[src/rtl/msc_cfg.svh]
/*
  Offsets, field positions, encodings, reset values and timing counts
  for the multi-unit sync chain. Assumes inclusion by its bare name.
*/
`ifndef MSC_CFG_SVH
`define MSC_CFG_SVH

// Register byte offsets on the AXI4-Lite slave
`define MSC_ADDR_W        8
`define MSC_OFF_CONFIG    8'h00
`define MSC_OFF_TRIG      8'h04
`define MSC_OFF_CMD       8'h08
`define MSC_OFF_STATUS    8'h0c
`define MSC_OFF_IRQ_STAT  8'h10
`define MSC_OFF_IRQ_MASK  8'h14
`define MSC_OFF_PLAY      8'h18

// Role field encodings
`define MSC_ROLE_OFF      2'h0
`define MSC_ROLE_MASTER   2'h1
`define MSC_ROLE_SLAVE    2'h2

// Trigger type encodings
`define MSC_TT_FREE       2'h0
`define MSC_TT_SINGLE     2'h1
`define MSC_TT_RETRIG     2'h2
`define MSC_TT_GATED      2'h3

// Trigger source encodings
`define MSC_TS_EXT        2'h0
`define MSC_TS_KEY        2'h1
`define MSC_TS_BUS        2'h2
`define MSC_TS_CHAIN      2'h3

// Command bits
`define MSC_CMD_LISTEN    0
`define MSC_CMD_SYNC      1
`define MSC_CMD_BUSTRIG   2

// Interrupt bits
`define MSC_IRQ_CONFLICT  0
`define MSC_IRQ_INSYNC    1
`define MSC_IRQ_START     2

// Reset values
`define MSC_RST_ROLE      2'h0
`define MSC_RST_NSLV      4'h0
`define MSC_RST_POS       4'h1
`define MSC_RST_TTYPE     2'h0
`define MSC_RST_TSRC      2'h0
`define MSC_RST_MASK      3'h0

// Timing
`define MSC_CLK_PERIOD_NS 40
`define MSC_SKEW_NS       8
`define MSC_HOP_CYC       4
`define MSC_MAX_UNITS     16

`endif

[src/rtl/msc_pkg.sv]
/*
  Types of the multi-unit sync chain.
  Assumes msc_cfg.svh carries all numeric constants.
*/
package msc_pkg;
  // Reported synchronization state of a unit
  typedef enum logic [1:0] {
    MSC_ST_UNSYNCED,
    MSC_ST_WAITING,
    MSC_ST_IN_SYNC
  } msc_sync_type;
endpackage : msc_pkg

[src/rtl/msc_sync_chain.sv]
/*
  Multi-unit sync chain: one unit of a daisy chain of waveform players,
  with its AXI4-Lite register slave, trigger restrictions, sync state and
  playback start alignment.
  Assumes the event output feeds the next unit's chain input, and that
  all pins are asynchronous to clk.
*/
//
// Overview of operation
// [RQ1] Up to 16 units, starts aligned per hop
// [RQ2] Each cable hop adds under 1 ns
// [RQ3] Master emits one pulse through all slaves
// [RQ4] Slave accepts pulse only while armed
// [RQ5] Software stops triggers and players before sync
// [RQ6] No slave feedback, no automatic resync
// [RQ7] Armed slave takes any chain pulse as sync
// [RQ8] Player and trigger edits keep sync state
// [RQ9] Slave source fixed to chain input
// [RQ10] Master selects external, key or bus trigger
// [RQ11] Unsupported trigger settings forced, error raised
// [RQ12] Triggers follow the sync pulse path
// [RQ13] Role off keeps trigger; free run plays
// [RQ14] Slave count and position, fifteen slaves
// [RQ15] Listen arms slave, reports waiting
// [RQ16] Sync command puts chain in sync
// [RQ17] Config change reports status_unsynced
// [RQ18] Missing cable goes undetected
// [RQ19] Status register: unsynced, waiting, in sync
`timescale 1ns/1ps
`include "msc_cfg.svh"

module msc_sync_chain
  import msc_pkg::*;
(
  input  wire logic                   clk,
  input  wire logic                   reset,
  input  wire logic [`MSC_ADDR_W-1:0] s_axi_awaddr,
  input  wire logic                   s_axi_awvalid,
  output logic                        s_axi_awready,
  input  wire logic [31:0]            s_axi_wdata,
  input  wire logic [3:0]             s_axi_wstrb,
  input  wire logic                   s_axi_wvalid,
  output logic                        s_axi_wready,
  output logic [1:0]                  s_axi_bresp,
  output logic                        s_axi_bvalid,
  input  wire logic                   s_axi_bready,
  input  wire logic [`MSC_ADDR_W-1:0] s_axi_araddr,
  input  wire logic                   s_axi_arvalid,
  output logic                        s_axi_arready,
  output logic [31:0]                 s_axi_rdata,
  output logic [1:0]                  s_axi_rresp,
  output logic                        s_axi_rvalid,
  input  wire logic                   s_axi_rready,
  input  wire logic                   chain_trigger_input,
  input  wire logic                   ext_trigger_in,
  input  wire logic                   trig_key_in,
  output logic                        event_out,
  output logic                        play_run,
  output logic                        play_start,
  output logic                        settings_conflict,
  output logic                        status_unsynced,
  output logic                        irq
);

  localparam int MAX_DLY  = (`MSC_MAX_UNITS - 1) * `MSC_HOP_CYC;

  logic [2:0]             pin_in;
  logic [2:0]             pin_s1_q;
  logic [2:0]             pin_s2_q;
  logic [2:0]             pin_s3_q;
  logic [2:0]             pin_lvl_q;
  logic [2:0]             pin_rise;
  logic                   chain_rise;
  logic                   aw_have_q;
  logic [`MSC_ADDR_W-1:0] aw_addr_q;
  logic                   w_have_q;
  logic [31:0]            w_data_q;
  logic [3:0]             w_strb_q;
  logic                   awready_q;
  logic                   wready_q;
  logic                   bvalid_q;
  logic [1:0]             bresp_q;
  logic                   arready_q;
  logic                   rvalid_q;
  logic                   rvalid_d;
  logic [31:0]            rdata_q;
  logic [1:0]             rresp_q;
  logic                   wr_fire;
  logic                   ar_hs;
  logic                   wr_cfg;
  logic                   wr_trig;
  logic                   wr_cmd;
  logic                   wr_mask;
  logic                   wr_play;
  logic                   wr_err;
  logic [31:0]            rd_data;
  logic                   rd_err;
  logic                   rd_clr;
  logic [1:0]             role_q;
  logic [3:0]             nslv_q;
  logic [3:0]             pos_q;
  logic [1:0]             ttype_q;
  logic [1:0]             tsrc_q;
  logic                   play_on_q;
  logic [2:0]             mask_q;
  logic [2:0]             stat_q;
  logic [2:0]             stat_ev;
  msc_sync_type           state_q;
  logic [1:0]             role_d;
  logic [1:0]             ttype_c;
  logic [1:0]             tsrc_c;
  logic [1:0]             ttype_f;
  logic [1:0]             tsrc_f;
  logic                   apply;
  logic                   bad;
  logic                   is_master;
  logic                   is_slave;
  logic                   cmd_listen;
  logic                   cmd_sync;
  logic                   cmd_bus;
  logic                   src_evt;
  logic                   trig_ok;
  logic [3:0]             hops;
  logic [6:0]             dly_cyc;
  logic [6:0]             dly_q;
  logic                   dly_act_q;
  logic                   start_now;
  logic                   event_out_q;
  logic                   play_run_q;
  logic                   play_start_q;
  logic                   conflict_q;
  logic                   unsynced_q;
  logic                   irq_q;

  ////////////////////////////////////////////////////////////////////////
  // Pin synchronisers: three stages, an edge counts once stages 2 and 3 agree
  assign pin_in = {trig_key_in, ext_trigger_in, chain_trigger_input};

  genvar g;
  for (g = 0; g < 3; g++) begin : g_pin
    always_ff @(posedge clk) begin
      if (reset) begin
        pin_s1_q[g]  <= 1'b0;
        pin_s2_q[g]  <= 1'b0;
        pin_s3_q[g]  <= 1'b0;
        pin_lvl_q[g] <= 1'b0;
      end else begin
        pin_s1_q[g] <= pin_in[g];
        pin_s2_q[g] <= pin_s1_q[g];
        pin_s3_q[g] <= pin_s2_q[g];
        if (pin_s2_q[g] == pin_s3_q[g]) begin
          pin_lvl_q[g] <= pin_s3_q[g];
        end
      end
    end
    assign pin_rise[g] = (pin_s2_q[g] == pin_s3_q[g]) && pin_s3_q[g] && !pin_lvl_q[g];
  end

  // No carrier detect on the chain input: a dead link simply never pulses
  assign chain_rise = pin_rise[0]; // [RQ18]

  ////////////////////////////////////////////////////////////////////////
  // AXI4-Lite write path: address and data held independently
  assign wr_fire = aw_have_q && w_have_q && !bvalid_q;
  assign ar_hs   = s_axi_arvalid && arready_q;

  always_ff @(posedge clk) begin
    if (reset) begin
      aw_have_q <= 1'b0;
      aw_addr_q <= '0;
      awready_q <= 1'b0;
    end else begin
      awready_q <= wr_fire || (!aw_have_q && !(s_axi_awvalid && awready_q));
      if (s_axi_awvalid && awready_q) begin
        aw_have_q <= 1'b1;
        aw_addr_q <= s_axi_awaddr;
      end else if (wr_fire) begin
        aw_have_q <= 1'b0;
      end
    end
  end

  always_ff @(posedge clk) begin
    if (reset) begin
      w_have_q <= 1'b0;
      w_data_q <= '0;
      w_strb_q <= '0;
      wready_q <= 1'b0;
    end else begin
      wready_q <= wr_fire || (!w_have_q && !(s_axi_wvalid && wready_q));
      if (s_axi_wvalid && wready_q) begin
        w_have_q <= 1'b1;
        w_data_q <= s_axi_wdata;
        w_strb_q <= s_axi_wstrb;
      end else if (wr_fire) begin
        w_have_q <= 1'b0;
      end
    end
  end

  // Write decode; unmapped offsets answer SLVERR and change nothing
  always_comb begin
    wr_cfg  = 1'b0;
    wr_trig = 1'b0;
    wr_cmd  = 1'b0;
    wr_mask = 1'b0;
    wr_play = 1'b0;
    wr_err  = 1'b0;
    if (!wr_fire) begin
      wr_err = 1'b0;
    end else if (aw_addr_q == `MSC_OFF_CONFIG) begin
      wr_cfg = 1'b1;
    end else if (aw_addr_q == `MSC_OFF_TRIG) begin
      wr_trig = 1'b1;
    end else if (aw_addr_q == `MSC_OFF_CMD) begin
      wr_cmd = 1'b1;
    end else if (aw_addr_q == `MSC_OFF_IRQ_MASK) begin
      wr_mask = 1'b1;
    end else if (aw_addr_q == `MSC_OFF_PLAY) begin
      wr_play = 1'b1;
    end else if (aw_addr_q == `MSC_OFF_STATUS || aw_addr_q == `MSC_OFF_IRQ_STAT) begin
      wr_err = 1'b0;
    end else begin
      wr_err = 1'b1;
    end
  end

  always_ff @(posedge clk) begin
    if (reset) begin
      bvalid_q <= 1'b0;
      bresp_q  <= 2'h0;
    end else if (wr_fire) begin
      bvalid_q <= 1'b1;
      bresp_q  <= wr_err ? 2'h2 : 2'h0;
    end else if (s_axi_bready) begin
      bvalid_q <= 1'b0;
    end
  end

  ////////////////////////////////////////////////////////////////////////
  // Configuration: role, slave count and own chain position
  assign role_d = (wr_cfg && w_strb_q[0]) ? w_data_q[1:0] : role_q;

  always_ff @(posedge clk) begin
    if (reset) begin
      role_q <= `MSC_RST_ROLE;
      nslv_q <= `MSC_RST_NSLV;
      pos_q  <= `MSC_RST_POS;
    end else if (wr_cfg) begin
      if (w_strb_q[0]) begin
        role_q <= w_data_q[1:0];
        nslv_q <= w_data_q[7:4]; // [RQ14] four bits cap at fifteen slaves
      end
      if (w_strb_q[1]) begin
        pos_q <= w_data_q[11:8]; // [RQ14]
      end
    end
  end

  assign is_master = (role_q == `MSC_ROLE_MASTER);
  assign is_slave  = (role_q == `MSC_ROLE_SLAVE);

  // Trigger restrictions are re-checked whenever role or trigger is written
  assign apply   = wr_cfg || wr_trig;
  assign ttype_c = (wr_trig && w_strb_q[0]) ? w_data_q[1:0] : ttype_q;
  assign tsrc_c  = (wr_trig && w_strb_q[0]) ? w_data_q[5:4] : tsrc_q;

  always_comb begin
    ttype_f = ttype_c;
    tsrc_f  = tsrc_c;
    bad     = 1'b0;
    if (role_d == `MSC_ROLE_MASTER || role_d == `MSC_ROLE_SLAVE) begin
      if (ttype_c == `MSC_TT_GATED) begin
        ttype_f = `MSC_TT_SINGLE; // [RQ11]
        bad     = 1'b1;
      end
    end
    if (role_d == `MSC_ROLE_SLAVE && tsrc_c != `MSC_TS_CHAIN) begin
      tsrc_f = `MSC_TS_CHAIN; // [RQ9] [RQ11]
      bad    = 1'b1;
    end else if (role_d == `MSC_ROLE_MASTER && tsrc_c == `MSC_TS_CHAIN) begin
      tsrc_f = `MSC_TS_EXT; // [RQ10] [RQ11]
      bad    = 1'b1;
    end
  end

  // Leaving sync mode keeps whatever trigger was forced last
  always_ff @(posedge clk) begin
    if (reset) begin
      ttype_q <= `MSC_RST_TTYPE;
      tsrc_q  <= `MSC_RST_TSRC;
    end else if (apply) begin
      ttype_q <= ttype_f; // [RQ13]
      tsrc_q  <= tsrc_f;
    end
  end

  always_ff @(posedge clk) begin
    if (reset) begin
      play_on_q <= 1'b0;
      mask_q    <= `MSC_RST_MASK;
    end else begin
      if (wr_play && w_strb_q[0]) begin
        play_on_q <= w_data_q[0];
      end
      if (wr_mask && w_strb_q[0]) begin
        mask_q <= w_data_q[2:0];
      end
    end
  end

  assign cmd_listen = wr_cmd && w_strb_q[0] && w_data_q[`MSC_CMD_LISTEN];
  assign cmd_sync   = wr_cmd && w_strb_q[0] && w_data_q[`MSC_CMD_SYNC];
  assign cmd_bus    = wr_cmd && w_strb_q[0] && w_data_q[`MSC_CMD_BUSTRIG];

  ////////////////////////////////////////////////////////////////////////
  // Sync state; only config writes, listen, sync commands and chain pulses move it [RQ8] [RQ19]
  always_ff @(posedge clk) begin
    if (reset) begin
      state_q <= MSC_ST_UNSYNCED;
    end else if (wr_cfg) begin
      state_q <= MSC_ST_UNSYNCED; // [RQ17]
    end else begin
      case (state_q)
        MSC_ST_UNSYNCED: begin
          if (is_slave && cmd_listen) begin
            state_q <= MSC_ST_WAITING; // [RQ15]
          end else if (is_master && cmd_sync) begin
            state_q <= MSC_ST_IN_SYNC; // [RQ16] [RQ6]
          end
        end
        MSC_ST_WAITING: begin
          if (is_slave && cmd_listen) begin
            state_q <= MSC_ST_WAITING; // [RQ15]
          end else if (is_slave && chain_rise) begin
            state_q <= MSC_ST_IN_SYNC; // [RQ4] [RQ7]
          end
        end
        default: begin
          // Stale in-sync stays until software reconfigures or a slave gets listen
          if (is_slave && cmd_listen) begin
            state_q <= MSC_ST_WAITING; // [RQ15]
          end else if (is_master && cmd_sync) begin
            state_q <= MSC_ST_IN_SYNC; // [RQ6]
          end
        end
      endcase
    end
  end

  ////////////////////////////////////////////////////////////////////////
  // Trigger events and the chain output
  always_comb begin
    case (tsrc_q)
      `MSC_TS_EXT: src_evt = pin_rise[1];
      `MSC_TS_KEY: src_evt = pin_rise[2];
      `MSC_TS_BUS: src_evt = cmd_bus;
      default:     src_evt = chain_rise;
    endcase
  end

  // A slave's own trigger is a chain edge that does not complete arming
  assign trig_ok = play_on_q && (ttype_q != `MSC_TT_FREE) &&
                   (is_slave ? (chain_rise && state_q == MSC_ST_IN_SYNC) : src_evt);

  // Master sends sync and triggers; slave repeats every chain edge
  always_ff @(posedge clk) begin
    if (reset) begin
      event_out_q <= 1'b0;
    end else if (is_master) begin
      event_out_q <= cmd_sync || src_evt; // [RQ3] [RQ12]
    end else if (is_slave) begin
      event_out_q <= chain_rise; // [RQ3] [RQ12]
    end else begin
      event_out_q <= 1'b0;
    end
  end

  ////////////////////////////////////////////////////////////////////////
  // Start alignment: wait out the hops still ahead of the trigger
  always_comb begin
    if (is_master) begin
      hops = nslv_q;
    end else if (is_slave && nslv_q > pos_q) begin
      hops = nslv_q - pos_q;
    end else begin
      hops = 4'h0;
    end
  end

  assign dly_cyc   = 7'({3'h0, hops} * 7'(`MSC_HOP_CYC)); // [RQ1]
  assign start_now = dly_act_q && (dly_q == 7'h00);

  always_ff @(posedge clk) begin
    if (reset) begin
      dly_act_q <= 1'b0;
      dly_q     <= 7'h00;
    end else if (!play_on_q) begin
      dly_act_q <= 1'b0;
    end else if (dly_act_q) begin
      dly_act_q <= (dly_q != 7'h00);
      dly_q     <= dly_q - 7'h01;
    end else if (trig_ok) begin
      dly_act_q <= 1'b1; // [RQ1]
      dly_q     <= dly_cyc;
    end
  end

  // Free run plays without any trigger once the player is on
  always_ff @(posedge clk) begin
    if (reset) begin
      play_run_q   <= 1'b0;
      play_start_q <= 1'b0;
    end else if (!play_on_q) begin
      play_run_q   <= 1'b0;
      play_start_q <= 1'b0;
    end else begin
      play_start_q <= start_now || (ttype_q == `MSC_TT_FREE && !play_run_q);
      if (ttype_q == `MSC_TT_FREE || start_now) begin
        play_run_q <= 1'b1; // [RQ13]
      end
    end
  end

  ////////////////////////////////////////////////////////////////////////
  // Sticky events, cleared by a read; a same-cycle event survives the read
  assign stat_ev[`MSC_IRQ_CONFLICT] = apply && bad;
  assign stat_ev[`MSC_IRQ_INSYNC]   = (state_q != MSC_ST_IN_SYNC) && !wr_cfg &&
                                      ((is_slave && chain_rise && state_q == MSC_ST_WAITING
                                        && !cmd_listen) || (is_master && cmd_sync));
  assign stat_ev[`MSC_IRQ_START]    = play_on_q && start_now;
  assign rd_clr = ar_hs && (s_axi_araddr == `MSC_OFF_IRQ_STAT);

  always_ff @(posedge clk) begin
    if (reset) begin
      stat_q     <= 3'h0;
      conflict_q <= 1'b0;
      unsynced_q <= 1'b1;
      irq_q      <= 1'b0;
    end else begin
      stat_q     <= (rd_clr ? 3'h0 : stat_q) | stat_ev;
      conflict_q <= stat_ev[`MSC_IRQ_CONFLICT]; // [RQ11]
      unsynced_q <= (state_q == MSC_ST_UNSYNCED);
      irq_q      <= |(stat_q & mask_q);
    end
  end

  ////////////////////////////////////////////////////////////////////////
  // AXI4-Lite read path
  always_comb begin
    rd_data = 32'h0;
    rd_err  = 1'b0;
    if (s_axi_araddr == `MSC_OFF_CONFIG) begin
      rd_data = {20'h0, pos_q, nslv_q, 2'h0, role_q};
    end else if (s_axi_araddr == `MSC_OFF_TRIG) begin
      rd_data = {26'h0, tsrc_q, 2'h0, ttype_q};
    end else if (s_axi_araddr == `MSC_OFF_CMD) begin
      rd_data = 32'h0;
    end else if (s_axi_araddr == `MSC_OFF_STATUS) begin
      rd_data = {26'h0, play_run_q, dly_act_q, role_q, state_q};
    end else if (s_axi_araddr == `MSC_OFF_IRQ_STAT) begin
      rd_data = {29'h0, stat_q};
    end else if (s_axi_araddr == `MSC_OFF_IRQ_MASK) begin
      rd_data = {29'h0, mask_q};
    end else if (s_axi_araddr == `MSC_OFF_PLAY) begin
      rd_data = {31'h0, play_on_q};
    end else begin
      rd_err = 1'b1;
    end
  end

  assign rvalid_d = ar_hs || (rvalid_q && !s_axi_rready);

  always_ff @(posedge clk) begin
    if (reset) begin
      rvalid_q  <= 1'b0;
      arready_q <= 1'b0;
      rdata_q   <= 32'h0;
      rresp_q   <= 2'h0;
    end else begin
      rvalid_q  <= rvalid_d;
      arready_q <= !rvalid_d;
      if (ar_hs) begin
        rdata_q <= rd_data;
        rresp_q <= rd_err ? 2'h2 : 2'h0;
      end
    end
  end

  assign s_axi_awready     = awready_q;
  assign s_axi_wready      = wready_q;
  assign s_axi_bvalid      = bvalid_q;
  assign s_axi_bresp       = bresp_q;
  assign s_axi_arready     = arready_q;
  assign s_axi_rvalid      = rvalid_q;
  assign s_axi_rdata       = rdata_q;
  assign s_axi_rresp       = rresp_q;
  assign event_out         = event_out_q;
  assign play_run          = play_run_q;
  assign play_start        = play_start_q;
  assign settings_conflict = conflict_q;
  assign status_unsynced   = unsynced_q;
  assign irq               = irq_q;

  ////////////////////////////////////////////////////////////////////////
  // Checks
  AST_CFG_UNSYNC: assert property (@(posedge clk) disable iff (reset) // [RQ17]
    wr_cfg |=> state_q == MSC_ST_UNSYNCED ##1 status_unsynced)
    else $error("config write left sync state");
  AST_LISTEN: assert property (@(posedge clk) disable iff (reset) // [RQ15]
    is_slave && cmd_listen && !wr_cfg |=> state_q == MSC_ST_WAITING)
    else $error("listen did not arm slave");
  AST_ARMED_ONLY: assert property (@(posedge clk) disable iff (reset) // [RQ4]
    state_q == MSC_ST_UNSYNCED && !cmd_sync |=> state_q != MSC_ST_IN_SYNC)
    else $error("unarmed unit went in sync");
  AST_ANY_PULSE: assert property (@(posedge clk) disable iff (reset) // [RQ7]
    is_slave && state_q == MSC_ST_WAITING && chain_rise && !wr_cfg && !cmd_listen
    |=> state_q == MSC_ST_IN_SYNC && stat_q[`MSC_IRQ_INSYNC])
    else $error("armed slave missed pulse");
  AST_MASTER_PULSE: assert property (@(posedge clk) disable iff (reset) // [RQ3]
    is_master && cmd_sync |=> event_out && state_q == MSC_ST_IN_SYNC)
    else $error("master sent no sync pulse");
  AST_FORWARD: assert property (@(posedge clk) disable iff (reset) // [RQ12]
    is_slave && chain_rise |=> event_out ##1 !event_out || $past(chain_rise))
    else $error("slave did not forward edge");
  AST_SLAVE_SRC: assert property (@(posedge clk) disable iff (reset) // [RQ9]
    is_slave |-> tsrc_q == `MSC_TS_CHAIN)
    else $error("slave source not chain");
  AST_MASTER_SRC: assert property (@(posedge clk) disable iff (reset) // [RQ10]
    is_master |-> tsrc_q != `MSC_TS_CHAIN && ttype_q != `MSC_TT_GATED)
    else $error("master trigger unsupported");
  AST_CONFLICT: assert property (@(posedge clk) disable iff (reset) // [RQ11]
    apply && bad |=> settings_conflict && stat_q[`MSC_IRQ_CONFLICT])
    else $error("conflict not flagged");
  AST_KEEP_SYNC: assert property (@(posedge clk) disable iff (reset) // [RQ8]
    (wr_play || wr_trig || wr_mask) && !chain_rise |=> $stable(state_q))
    else $error("player edit moved sync state");
  AST_ALIGN: assert property (@(posedge clk) disable iff (reset) // [RQ1]
    start_now && play_on_q |=> play_start && play_run)
    else $error("aligned start missed");
  AST_DLY_STEP: assert property (@(posedge clk) disable iff (reset) // [RQ1]
    dly_act_q && dly_q != 7'h00 && play_on_q
    |=> dly_act_q && dly_q == $past(dly_q) - 7'h01 && dly_q < 7'(MAX_DLY))
    else $error("start delay did not count down");

endmodule : msc_sync_chain

[config.mk]
export PLATFORM = sky130hd
export DESIGN_NAME = msc_sync_chain
export DESIGN_NICKNAME = d
export VERILOG_FILES = /design/src/rtl/msc_pkg.sv /design/src/rtl/msc_sync_chain.sv
export VERILOG_INCLUDE_DIRS = /design/src /design/src/rtl
export SDC_FILE = /design/constraint.sdc
export NUM_CORES = 1
export LEC_CHECK = 0
export BUFFER_PORTS_ARGS = -buffer_cell sky130_fd_sc_hd__buf_2
export CORE_ASPECT_RATIO = 1.4
export CORE_MARGIN = 1.5
export CORE_UTILIZATION = 53
export DETAILED_ROUTE_END_ITERATION = 10
export GPL_ROUTABILITY_DRIVEN = 0
export PLACE_DENSITY_LB_ADDON = 0.2
export SLEW_MARGIN = 20
export SYNTH_ARGS = -nofsm -noshare
export SYNTH_HDL_FRONTEND = slang
export SYNTH_SLANG_ARGS = --single-unit
export TNS_END_PERCENT = 100
[constraint.sdc]
create_clock -name clk -period 4.2 [get_ports clk]
set_input_delay 0.84 -clock clk [delete_from_list [all_inputs] [get_ports clk]]
set_output_delay 0.84 -clock clk [all_outputs]
set_load 0.005 [all_outputs]
==> results of run 1 <==
==> registers in the layout (all words and copies together), names as in the netlist, 2 cells and up, named ones only <==
name,count
stat_q,3
w_strb_q,2
tsrc_q,2
dly_q,7
pin_s2_q,3
w_data_q,11
aw_addr_q,8
s_axi_rdata,12
pin_lvl_q,3
role_q,2
state_q,2
mask_q,3
pin_s3_q,3
pos_q,4
pin_s1_q,3
nslv_q,4
==> routing by layer <==
layer / share of wire / GRT usage / up-vias
li1: - / - / 1847
met1: 0.44 / 0.279 / 1738
met2: 0.50 / 0.384 / 113
met3: 0.045 / 0.0510 / 22
met4: 0.021 / 0.0965 / 0
met5: 0 / 0 / -
==> worst max-delay path by stage <==
stage	startpoint	endpoint	slack (ps)	cells after the start
6_report	aw_addr_q[7]$_SDFFE_PP0P_	stat_q[0]$_SDFF_PP0_	1140	12
4_1_cts	aw_addr_q[7]$_SDFFE_PP0P_	stat_q[0]$_SDFF_PP0_	1140	12
5_1_grt	aw_addr_q[7]$_SDFFE_PP0P_	stat_q[0]$_SDFF_PP0_	940	12
2_1_floorplan	aw_addr_q[7]$_SDFFE_PP0P_	stat_q[0]$_SDFF_PP0_	1130	12
3_3_place_gp	aw_addr_q[7]$_SDFFE_PP0P_	stat_q[0]$_SDFF_PP0_	1220	12
3_5_place_dp	aw_addr_q[7]$_SDFFE_PP0P_	stat_q[0]$_SDFF_PP0_	1150	12
==> cell families (layout without fill, tap and decap cells) <==
logic type | after synthesis | in the layout
other | 1 | 22
AND/OR/NAND/NOR | 212 | 212
flip-flops | 91 | 91
multiplexers | 18 | 18
buffers and inverters | 59 | 99
adder cells (fa/ha/maj) | 11 | 11
AO/OA/AOI/OAI | 118 | 118
XOR/XNOR | 2 | 2
==> worst max-delay path, cell delays in order (launching register included) <==
cell	delay, ps
dfxtp_1	330
or4_4	590
nor4_2	260
buf_4	190
nand2_1	180
mux2i_1	310
inv_1	70
ha_1	290
nor2b_1	60
a221oi_1	250
a21oi_1	100
a22o_1	190
a21o_1	150
==> power breakdown <==
part           switching, mW  leakage, nW  total (mW)  internal, mW
registers             0.0167        0.739       0.901         0.884
logic                 0.0667         1.15       0.111        0.0443
clock network          0.296        0.123       0.706         0.410
total                  0.379         2.01        1.72          1.34
==> cell type report <==
cell class,count,area [µm²],area share
Inverter,18,67.6,0.0141
Clock inverter,5,100,0.0208
Multi-Input combinational cell,383,2220,0.461
Clock buffer,11,141,0.0294
Timing Repair Buffer,65,330,0.0688
Sequential cell,91,1820,0.379
Tap cell,100,125,0.0261
==> cells in the final DEF (no fill, tap or decap), types with 3 or more instances in the layout <==
master,count
a21o_1,4
a21oi_1,57
a22o_1,3
a2bb2oi_1,3
a311oi_1,3
a31oi_1,3
a32o_1,3
and2_1,5
buf_2,63
bufinv_16,3
clkbuf_8,10
conb_1,22
dfxtp_1,91
ha_1,10
inv_1,18
mux2_2,3
mux2i_1,15
nand2_1,84
nand2b_1,10
nand3_1,10
nand3b_1,5
nor2_1,43
nor2b_1,19
nor3_1,10
nor4_1,3
o21ai_0,16
o21bai_1,3
o32ai_1,3
or3_1,4
==> impl_results.md, run 1 <==
* Reg2reg setup slack at roughly 1100 ps
* Actual slew at the worst max-slew pin at ~800 ps
* Maximum VDD drop at roughly 0.24 mV
* Vias at roughly 3,700
* Mapped Area at around 4300 µm²
* Clk sinks at just over 90
* Critical Path AT at around 3300 ps
* Layout Cell Area excl Fill at roughly 4800 µm²
* TNS Setup at 0 ps
* Placed Instances at roughly 660
* Post-Syn Area per Cell at roughly 8.3 µm²
* Area leader, netlist: dfxtp_1
* Pins Over Slew Limit at 0
* Synth top cells by count: dfxtp_1 (91), nand2_1 (84), a21oi_1 (57)
* DR WL/cell at approximately 14 µm
* Status: finished, final reports clean
* Crit path max fanout at 7
* Die width at 78.9 µm
* Area contributors post-synth: dfxtp_1 (43%), nand2_1 (7.4%), a21oi_1 (6.7%)
* Unrepaired setup endpoints after global routing: false
* Hold Crit Start: pin_s1_q[1]$_SDFF_PP0_
* DR iter-0 viols at 322
* F_max at 327 MHz
* R2r startpoint: aw_addr_q[7]$_SDFFE_PP0P_
* Largest family of logic cells by synthesized area: simple AND/OR/NAND/NOR gates
* Setup Buffers After CTS at 0
* Vias in the first global route at 3,411
* Num CTS Buffers at 9
* Total Power at between 1.5 and 2 mW
* GRT overflow at 0
* Clock latency on the worst-skew pair at 360 ps
* CTS clock-pin slew for the worst setup and hold paths at approximately 80 ps
* Slew HR at 0.466
* Cell with the most instances after synthesis: dfxtp_1
* Final hold violation count at 0
* Antenna violations before repair at 0
* Final core utilization at 0.616
* GR Util All Layers at 0.228
* Row cnt at 38
* Required @ worst endpoint at around 4500 ps
* Setup WS post-layout at roughly 1100 ps
* Post-synthesis register bit count at 91
* Core area at between 7000 and 8000 µm²
* Drc violations at 0
* Die footprint at 8610 µm²
* Number of hold buffers added after cts at 0
* WHS at approximately 440 ps
* Fraction of synthesized area in multiplexers at 0.0431
* Detailed placement HPWL at ~6900 µm
* Vias per inst at approximately 5.5
* FFs w/ async S/R, synth at 0
* Port Buffer Count at 63
* Fin cells at roughly 670
* Initial Util at 0.548
* Crit end category: register
* Yosys cell types at 61
* Post-route ant nets at 0
* Fin crit period at 3060 ps
* CTS resizes at 0
* Post-Synth XOR/XNOR Area at 0.00410
* Largest net degree at the start of global routing at 47
* Reg-to-Reg End: stat_q[0]$_SDFF_PP0_
* Max Cap Viol at 0
* FILL cells at 722
* YS warnings at 0
* Worst setup path class: register to register
* Final setup fails at 0
* Post-Synth Adder-Cell Area at 0.0340
* Final nets at 641
* Hold path cells at 1
* Antenna Cells at 0
* CTS tree: done
* Complex-gate fraction of the synthesized area at 0.175
* Dpl ws at between 1000 and 1500 ps
* Synthesis-to-finish area growth at 12.5%
* Mapped Cells at approximately 500
* Share of layout cells above drive strength 1 at 0.161
* Worst Clk Skew at 6.98 ps
* Clock buffer depth at 2
* Seq/Total Area, Yosys at 0.427
* Placed cell areas at approximately 4600 µm²
* Io pins at between 100 and 150
* Synth top area share at 0.427
* Startpoint Class: register
* # H-tree levels at 3
* Synth Area in Simple Gates at 0.243
* Worst min-delay path class: register to register
* Routed WL at around 9400 µm
* Most common flop cell mapped by yosys: dfxtp_1
* First-pass GRT wire length at about 15,000 µm
* CTS root buffer: clkbuf_8
* P_leak at roughly 2 nW
* Number of synthesized flops with an enable pin at 0
* Hold endpoint: pin_s2_q[1]$_SDFF_PP0_
* Power Density at ~360 nW/µm²
* First-pass DRT Iterations at 5
* Part of the cycle the worst path needs at 0.728
* R2R depth at 12
* Die Height at roughly 110 µm
(Power assumes the default switching activity.)
==> run 2: changes to the inputs <==
- CORE_UTILIZATION: 53 -> 48
- clock period: 4.2 -> 2.5 ns (I/O delays scaled with it)
==> impl_results.md, run 2 (synthesis results as in run 1) <==
* Status: complete, but fails checks (was finished, final reports clean)
* Failing checks: negative setup slack
* CTS root buffer: clkbuf_16 (was clkbuf_8)
* # H-tree levels at 3 (unchanged)
* Fin cells at 698 (was 673)
* GRT overflow at 0 (unchanged)
* Commonest non-fill, non-tap cell in the layout: dfxtp_1 (unchanged)
* Fin crit period at 2590 ps (was 3060 ps)
* P_int at 2.37 mW (was 1.34 mW)
* Dpl ws at -122 ps (was 1150 ps)
* Detailed placement HPWL at 7400 µm (was 6950 µm)
* Die footprint at 9480 µm² (was 8610 µm²)
* Startpoint Class: register (unchanged)
* Actual slew at the worst max-slew pin at 628 ps (was 802 ps)
* Antenna violations before repair at 0 (unchanged)
* Vias per inst at 5.47 (was 5.53)
* Unrepaired setup endpoints after global routing: true (was false)
* Total Power at 3.08 mW (was 1.72 mW)
* Required @ worst endpoint at 2740 ps (was 4460 ps)
* Power Density at 602 nW/µm² (was 358 nW/µm²)
* Post-route ant nets at 0 (unchanged)
* Clk pwr share at 0.441 (was 0.411)
* Die Height at 115 µm (was 109 µm)
* P_leak at 2.13 nW (was 2.01 nW)
* Worst Clk Skew at 3.78 ps (was 6.98 ps)
* Switching pwr at 0.707 mW (was 0.379 mW)
* Initial Util at 0.496 (was 0.548)
* First-pass GRT wire length at 16,800 µm (was 15,300 µm)
* Largest net degree at the start of global routing at 26 (was 47)
* Final core utilization at 0.595 (was 0.616)
* Crit end category: register (unchanged)
* Layout Cell Area excl Fill at 5120 µm² (was 4800 µm²)
* Critical Path AT at 2830 ps (was 3320 ps)
* Worst setup path class: register to register (unchanged)
* Final setup fails at 4 (was 0)
* WHS at 364 ps (was 440 ps)
* Part of the cycle the worst path needs at 1.04 (was 0.728)
* Drc violations at 0 (unchanged)
* Slowest cell on the critical path: or4_4 (unchanged)
* Max Cap Viol at 0 (unchanged)
* Worst Setup SP: aw_addr_q[7]$_SDFFE_PP0P_ (unchanged)
* Vias in the first global route at 3,645 (was 3,411)
* Num CTS Buffers at 9 (unchanged)
* Core area at 8610 µm² (was 7800 µm²)
* Sequential power share at 0.492 (was 0.525)
* F_max at 386 MHz (was 327 MHz)
* Placed cell areas at 4700 µm² (was 4560 µm²)
* Port Buffer Count at 63 (unchanged)
* Final nets at 661 (was 641)
* Crit path max fanout at 3 (was 7)
* Slew HR at 0.581 (was 0.466)
* Share of layout cells above drive strength 1 at 0.212 (was 0.161)
* Vias at 3,815 (was 3,720)
* Clock buffer depth at 2 (unchanged)
* DR WL/cell at 14.5 µm (was 13.9 µm)
* CP cell instances: or4_4 > nor4_4 > nand2_2 > mux2i_2 > inv_1 > ha_4 > nor2b_2 > a221oi_2 > a21oi_2 > a22o_1 > a21o_1 (was or4_4 > nor4_2 > buf_4 > nand2_1 > mux2i_1 > inv_1 > ha_1 > nor2b_1 > a221oi_1 > a21oi_1 > a22o_1 > a21o_1)
* Final hold violation count at 0 (unchanged)
* FILL cells at 810 (was 722)
* Hold Crit Start: chain_trigger_input (was pin_s1_q[1]$_SDFF_PP0_)
* R2r startpoint: aw_addr_q[7]$_SDFFE_PP0P_ (unchanged)
* Clock latency on the worst-skew pair at 340 ps (was 360 ps)
* Pins Over Slew Limit at 0 (unchanged)
* Most frequent cells in the layout: dfxtp_1 (89), nand2_1 (83), buf_2 (63) (was dfxtp_1 (91), nand2_1 (84), buf_2 (63))
* TNS Setup at -166 ps (was 0 ps)
* Clk sinks at 91 (unchanged)
* First-pass DRT Iterations at 5 (unchanged)
* Antenna Cells at 0 (unchanged)
* Worst min-delay path class: input port to register (was register to register)
* Io pins at 109 (unchanged)
* Reg2reg setup slack at -90 ps (was 1140 ps)
* Synthesis-to-finish area growth at 19.9% (was 12.5%)
* CTS clock-pin slew for the worst setup and hold paths at 60 ps (was 80 ps)
* Switching share of power at 0.230 (was 0.221)
* Setup WS post-layout at -92.9 ps (was 1140 ps)
* Comb pwr share at 0.067 (was 0.065)
* GR Util All Layers at 0.232 (was 0.228)
* DR iter-0 viols at 254 (was 322)
* Routed WL at 10,100 µm (was 9380 µm)
* Die width at 82.7 µm (was 78.9 µm)
* Placed Instances at 678 (was 657)
* Row cnt at 40 (was 38)
* Maximum VDD drop at 0.403 mV (was 0.245 mV)
* Max reg flops at 12 (unchanged)
* Delay of the slowest critical-path stage at 550 ps (was 590 ps)
* CTS tree: done (unchanged)
==> run 2: worst paths after layout <==
kind | to | depth (start not counted)
setup / recovery | stat_q[0]$_SDFF_PP0_ | 11
hold / removal | pin_s1_q[0]$_SDFF_PP0_ | 2
setup reg to reg | stat_q[0]$_SDFF_PP0_ | 11
hold reg to reg | pin_s2_q[1]$_SDFF_PP0_ | 1
==> run 2: power by group through the flow <==
stage / sequential [mW] / clock, mW / combinational, mW
floorplan: 1.54 / 0 / 0.154
global placement: 1.55 / 0 / 0.202
detailed placement: 1.55 / 0 / 0.205
CTS: 1.52 / 1.38 / 0.207
global route: 1.52 / 1.44 / 0.237
finish: 1.52 / 1.36 / 0.208
==> run 2: timing repair <==
action / CTS / global route
resized for setup: 1 / 13
pin swaps: 1 / 2
gates cloned: 0 / 0
hold buffers: 0 / 0
buffers inserted: 0 / 4
setup endpoints to repair: 2 / 8
==> run 2: layer usage <==
metal | vias to the layer above | track usage | wire [µm]
li1 | 1898 | - | -
met1 | 1766 | 0.280 | 4360
met2 | 118 | 0.383 | 4990
met3 | 33 | 0.0438 | 424
met4 | 0 | 0.120 | 364
met5 | - | 0 | 0
==> run 2: area by class of cell <==
type	instances	area, µm²	share of cell area
flip-flops and latches	91	1820	0.356
clock inverters	4	50.0	0.00978
inverters	18	67.6	0.0132
clock buffers	12	246	0.0482
repair buffers	85	480	0.0939
well taps	105	131	0.0257
multi-input cells	383	2320	0.453
==> run 2: critical path, delay by kind of cell, from the launching register on <==
kind | cells | cell delay (ps)
simple gates | 4 | 940
compound gates | 4 | 650
flops | 1 | 310
fa+ha+maj | 1 | 270
mux | 1 | 220
buf+inv | 1 | 100
==> run 3: changes to the inputs <==
- ABC_AREA: unset -> 1
- BUFFER_PORTS_ARGS: -buffer_cell sky130_fd_sc_hd__buf_2 -> -buffer_cell sky130_fd_sc_hd__buf_4
==> impl_results.md, run 3 <==
* Synth top cells by count: dfxtp_1 (91), nor2_1 (90), inv_1 (87) (was dfxtp_1 (91), nand2_1 (84), a21oi_1 (57))
* DR iter-0 viols at 207 (was 254)
* Area leader, netlist: dfxtp_1 (unchanged)
* Placed Instances at 759 (was 678)
* Initial Util at 0.490 (was 0.496)
* Antenna Cells at 0 (unchanged)
* Row cnt at 41 (was 40)
* Die footprint at 9710 µm² (was 9480 µm²)
* Critical Path AT at 2380 ps (was 2830 ps)
* Fin crit period at 2100 ps (was 2590 ps)
* Die width at 83.7 µm (was 82.7 µm)
* Part of the cycle the worst path needs at 0.841 (was 1.04)
* Cell with the most instances after synthesis: dfxtp_1 (unchanged)
* Most common flop cell mapped by yosys: dfxtp_1 (unchanged)
* First-pass DRT Iterations at 5 (unchanged)
* P_int at 2.45 mW (was 2.37 mW)
* Status: finished, final reports clean (was complete, but fails checks)
* Worst setup path class: register to register (unchanged)
* Post-Syn Area per Cell at 7.29 µm² (was 8.34 µm²)
* Synth top area share at 0.416 (was 0.427)
* Vias per inst at 4.97 (was 5.47)
* Maximum VDD drop at 0.375 mV (was 0.403 mV)
* Final nets at 736 (was 661)
* Clock buffer depth at 2 (unchanged)
* CTS clock-pin slew for the worst setup and hold paths at 60 ps (about the same)
* DR WL/cell at 12.6 µm (was 14.5 µm)
* Fin cells at 774 (was 698)
* Largest net degree at the start of global routing at 42 (was 26)
* Yosys cell types at 38 (was 61)
* Worst Clk Skew at 7.59 ps (was 3.78 ps)
* Detailed placement HPWL at 7370 µm (was 7400 µm)
* Clk pwr share at 0.425 (was 0.441)
* Seq/Total Area, Yosys at 0.416 (was 0.427)
* Vias at 3,850 (was 3,815)
* Most frequent cells in the layout: dfxtp_1 (91), nor2_1 (90), inv_1 (87) (was dfxtp_1 (89), nand2_1 (83), buf_2 (63))
* FILL cells at 851 (was 810)
* Antenna violations before repair at 0 (unchanged)
* Final setup fails at 0 (was 4)
* CTS resizes at 0 (was 1)
* Startpoint Class: register (unchanged)
* Multi-input gate area at 2070 µm² (was 2320 µm²)
* P_leak at 2.35 nW (was 2.13 nW)
* Vias in the first global route at 3,541 (was 3,645)
* Switching pwr at 0.722 mW (was 0.707 mW)
* Crit end category: register (unchanged)
* Setup Buffers After CTS at 0 (unchanged)
* GR Util All Layers at 0.206 (was 0.232)
* Storage cell area at 1820 µm² (about the same)
* TNS Setup at 0 ps (was -166 ps)
* Slew HR at 0.659 (was 0.581)
* Max reg flops at 12 (unchanged)
* Synthesis-to-finish area growth at 18.1% (was 19.9%)
* Number of synthesized flops with an enable pin at 0 (unchanged)
* Port Buffer Count at 63 (unchanged)
* Post-route ant nets at 0 (unchanged)
* Switching share of power at 0.228 (was 0.230)
* Share of layout cells above drive strength 1 at 0.166 (was 0.212)
* Mapped Area at 4380 µm² (was 4270 µm²)
* Clk sinks at 91 (unchanged)
* Comb pwr share at 0.090 (was 0.067)
* Required @ worst endpoint at 2780 ps (was 2740 ps)
* Max Cap Viol at 0 (unchanged)
* Die Height at 116 µm (was 115 µm)
* Worst min-delay path class: input port to register (unchanged)
* Pins Over Slew Limit at 0 (unchanged)
* CP cell instances: inv_1 > nand3_4 > inv_2 > nand4_4 > nor2_4 > inv_2 > nand2_1 > inv_1 > a21oi_2 > ha_1 > inv_1 > nand3_1 > nand3_2 > nand3_2 > nand2_1 (was or4_4 > nor4_4 > nand2_2 > mux2i_2 > inv_1 > ha_4 > nor2b_2 > a221oi_2 > a21oi_2 > a22o_1 > a21o_1)
* Core area at 8930 µm² (was 8610 µm²)
* Crit path max fanout at 6 (was 3)
* # H-tree levels at 3 (unchanged)
* FFs w/ async S/R, synth at 0 (unchanged)
* Actual slew at the worst max-slew pin at 510 ps (was 628 ps)
* CTS tree: done (unchanged)
* Final hold violation count at 0 (unchanged)
* Commonest non-fill, non-tap cell in the layout: dfxtp_1 (unchanged)
* First-pass GRT wire length at 16,000 µm (was 16,800 µm)
* Io pins at 109 (unchanged)
* Number of hold buffers added after cts at 0 (unchanged)
* GRT overflow at 0 (unchanged)
* Unrepaired setup endpoints after global routing: false (was true)
* YS warnings at 0 (unchanged)
* Mapped Cells at 600 (was 512)
* Sequential power share at 0.485 (was 0.492)
* CTS root buffer: clkbuf_16 (unchanged)
* Power Density at 613 nW/µm² (was 602 nW/µm²)
* Dpl ws at 400 ps (was -122 ps)
* Post-synthesis register bit count at 91 (unchanged)
* Num CTS Buffers at 9 (unchanged)
* Area contributors post-synth: dfxtp_1 (42%), nor2_1 (7.7%), inv_1 (7.5%) (was dfxtp_1 (43%), nand2_1 (7.4%), a21oi_1 (6.7%))
* Clock latency on the worst-skew pair at 340 ps (about the same)
* Delay of the slowest critical-path stage at 310 ps (was 550 ps)
* Setup WS post-layout at 398 ps (was -92.9 ps)
* F_max at 476 MHz (was 386 MHz)
* Most used cell, CP: inv_1
* Drc violations at 0 (unchanged)
* Slowest cell on the critical path: dfxtp_1 (was or4_4)
* Routed WL at 9740 µm (was 10,100 µm)
run 3: changes by cell type after synthesis, moves of 6 or more:
cell / change
a21oi_1: -9
nor2b_1: -19
nand4_1: +6
buf_1: -6
nand2b_1: -10
inv_1: +69
mux2i_1: -15
o21ai_0: +42
nor2_1: +47
nand3_1: +17
run 3: metrics by stage:
step / util / cell area, µm² / power [mW] / hold WS [ps]
finish: 0.579 / 5170 / 3.17 / 364
global route: 0.579 / 5170 / 3.31 / 376
CTS: 0.579 / 5170 / 3.21 / 353
detailed placement: 0.546 / 4870 / 1.86 / 397
global placement: 0.546 / 4870 / 1.85 / 389
floorplan: - / 4460 / 1.76 / 388
run 3: cells by family (layout without fill, tap and decap cells):
family	count (synthesis)	in the layout	share of synthesized area
adder cells (fa/ha/maj)	11	11	0.0332
XOR/XNOR	3	3	0.00600
other	1	22	0.000857
AO/OA/AOI/OAI	128	128	0.159
buffers and inverters	127	173	0.128
AND/OR/NAND/NOR	239	239	0.257
flip-flops	91	91	0.416
run 3: critical path: cells and delay by family (launching register included):
| family | cells | cell delay, ps |
|---|---|---|
| buffers and inverters | 5 | 440 |
| AOI/OAI and AO/OA | 1 | 150 |
| adders and majority gates | 1 | 270 |
| DFF | 1 | 310 |
| and+or+nand+nor | 8 | 890 |
run 3: power groups by stage:
stage / registers (mW) / clock network, mW / logic (mW)
floorplan: 1.56 / 0 / 0.199
global placement: 1.57 / 0 / 0.283
detailed placement: 1.57 / 0 / 0.288
CTS: 1.54 / 1.38 / 0.289
global route: 1.54 / 1.44 / 0.324
finish: 1.54 / 1.35 / 0.287
run 3: routing by layer:
| metal | vias up | global-route usage | wire, µm |
|---|---|---|---|
| met4 | 0 | 0.0918 | 232 |
| met2 | 91 | 0.378 | 4990 |
| met5 | - | 0 | 0 |
| met3 | 21 | 0.0399 | 410 |
| met1 | 1737 | 0.233 | 4110 |
| li1 | 2001 | - | - |
run 3: layout make-up:
type	instances	share of cell area
multi-input cells	403	0.401
clock buffers	13	0.0503
inverters	91	0.0661
repair buffers	67	0.0973
clock inverters	2	0.00678
flip-flops and latches	91	0.352
well taps	107	0.0259
run 3: worst paths after layout:
path              depth (start not counted)                       from                endpoint  slack (ps)
setup / recovery                         15  s_axi_bvalid$_SDFFE_PP0P_    stat_q[0]$_SDFF_PP0_         400
hold / removal                            3                trig_key_in  pin_s1_q[2]$_SDFF_PP0_         360
setup reg to reg                         15  s_axi_bvalid$_SDFFE_PP0P_    stat_q[0]$_SDFF_PP0_         400
hold reg to reg                           2     pin_s1_q[2]$_SDFF_PP0_  pin_s2_q[2]$_SDFF_PP0_         400
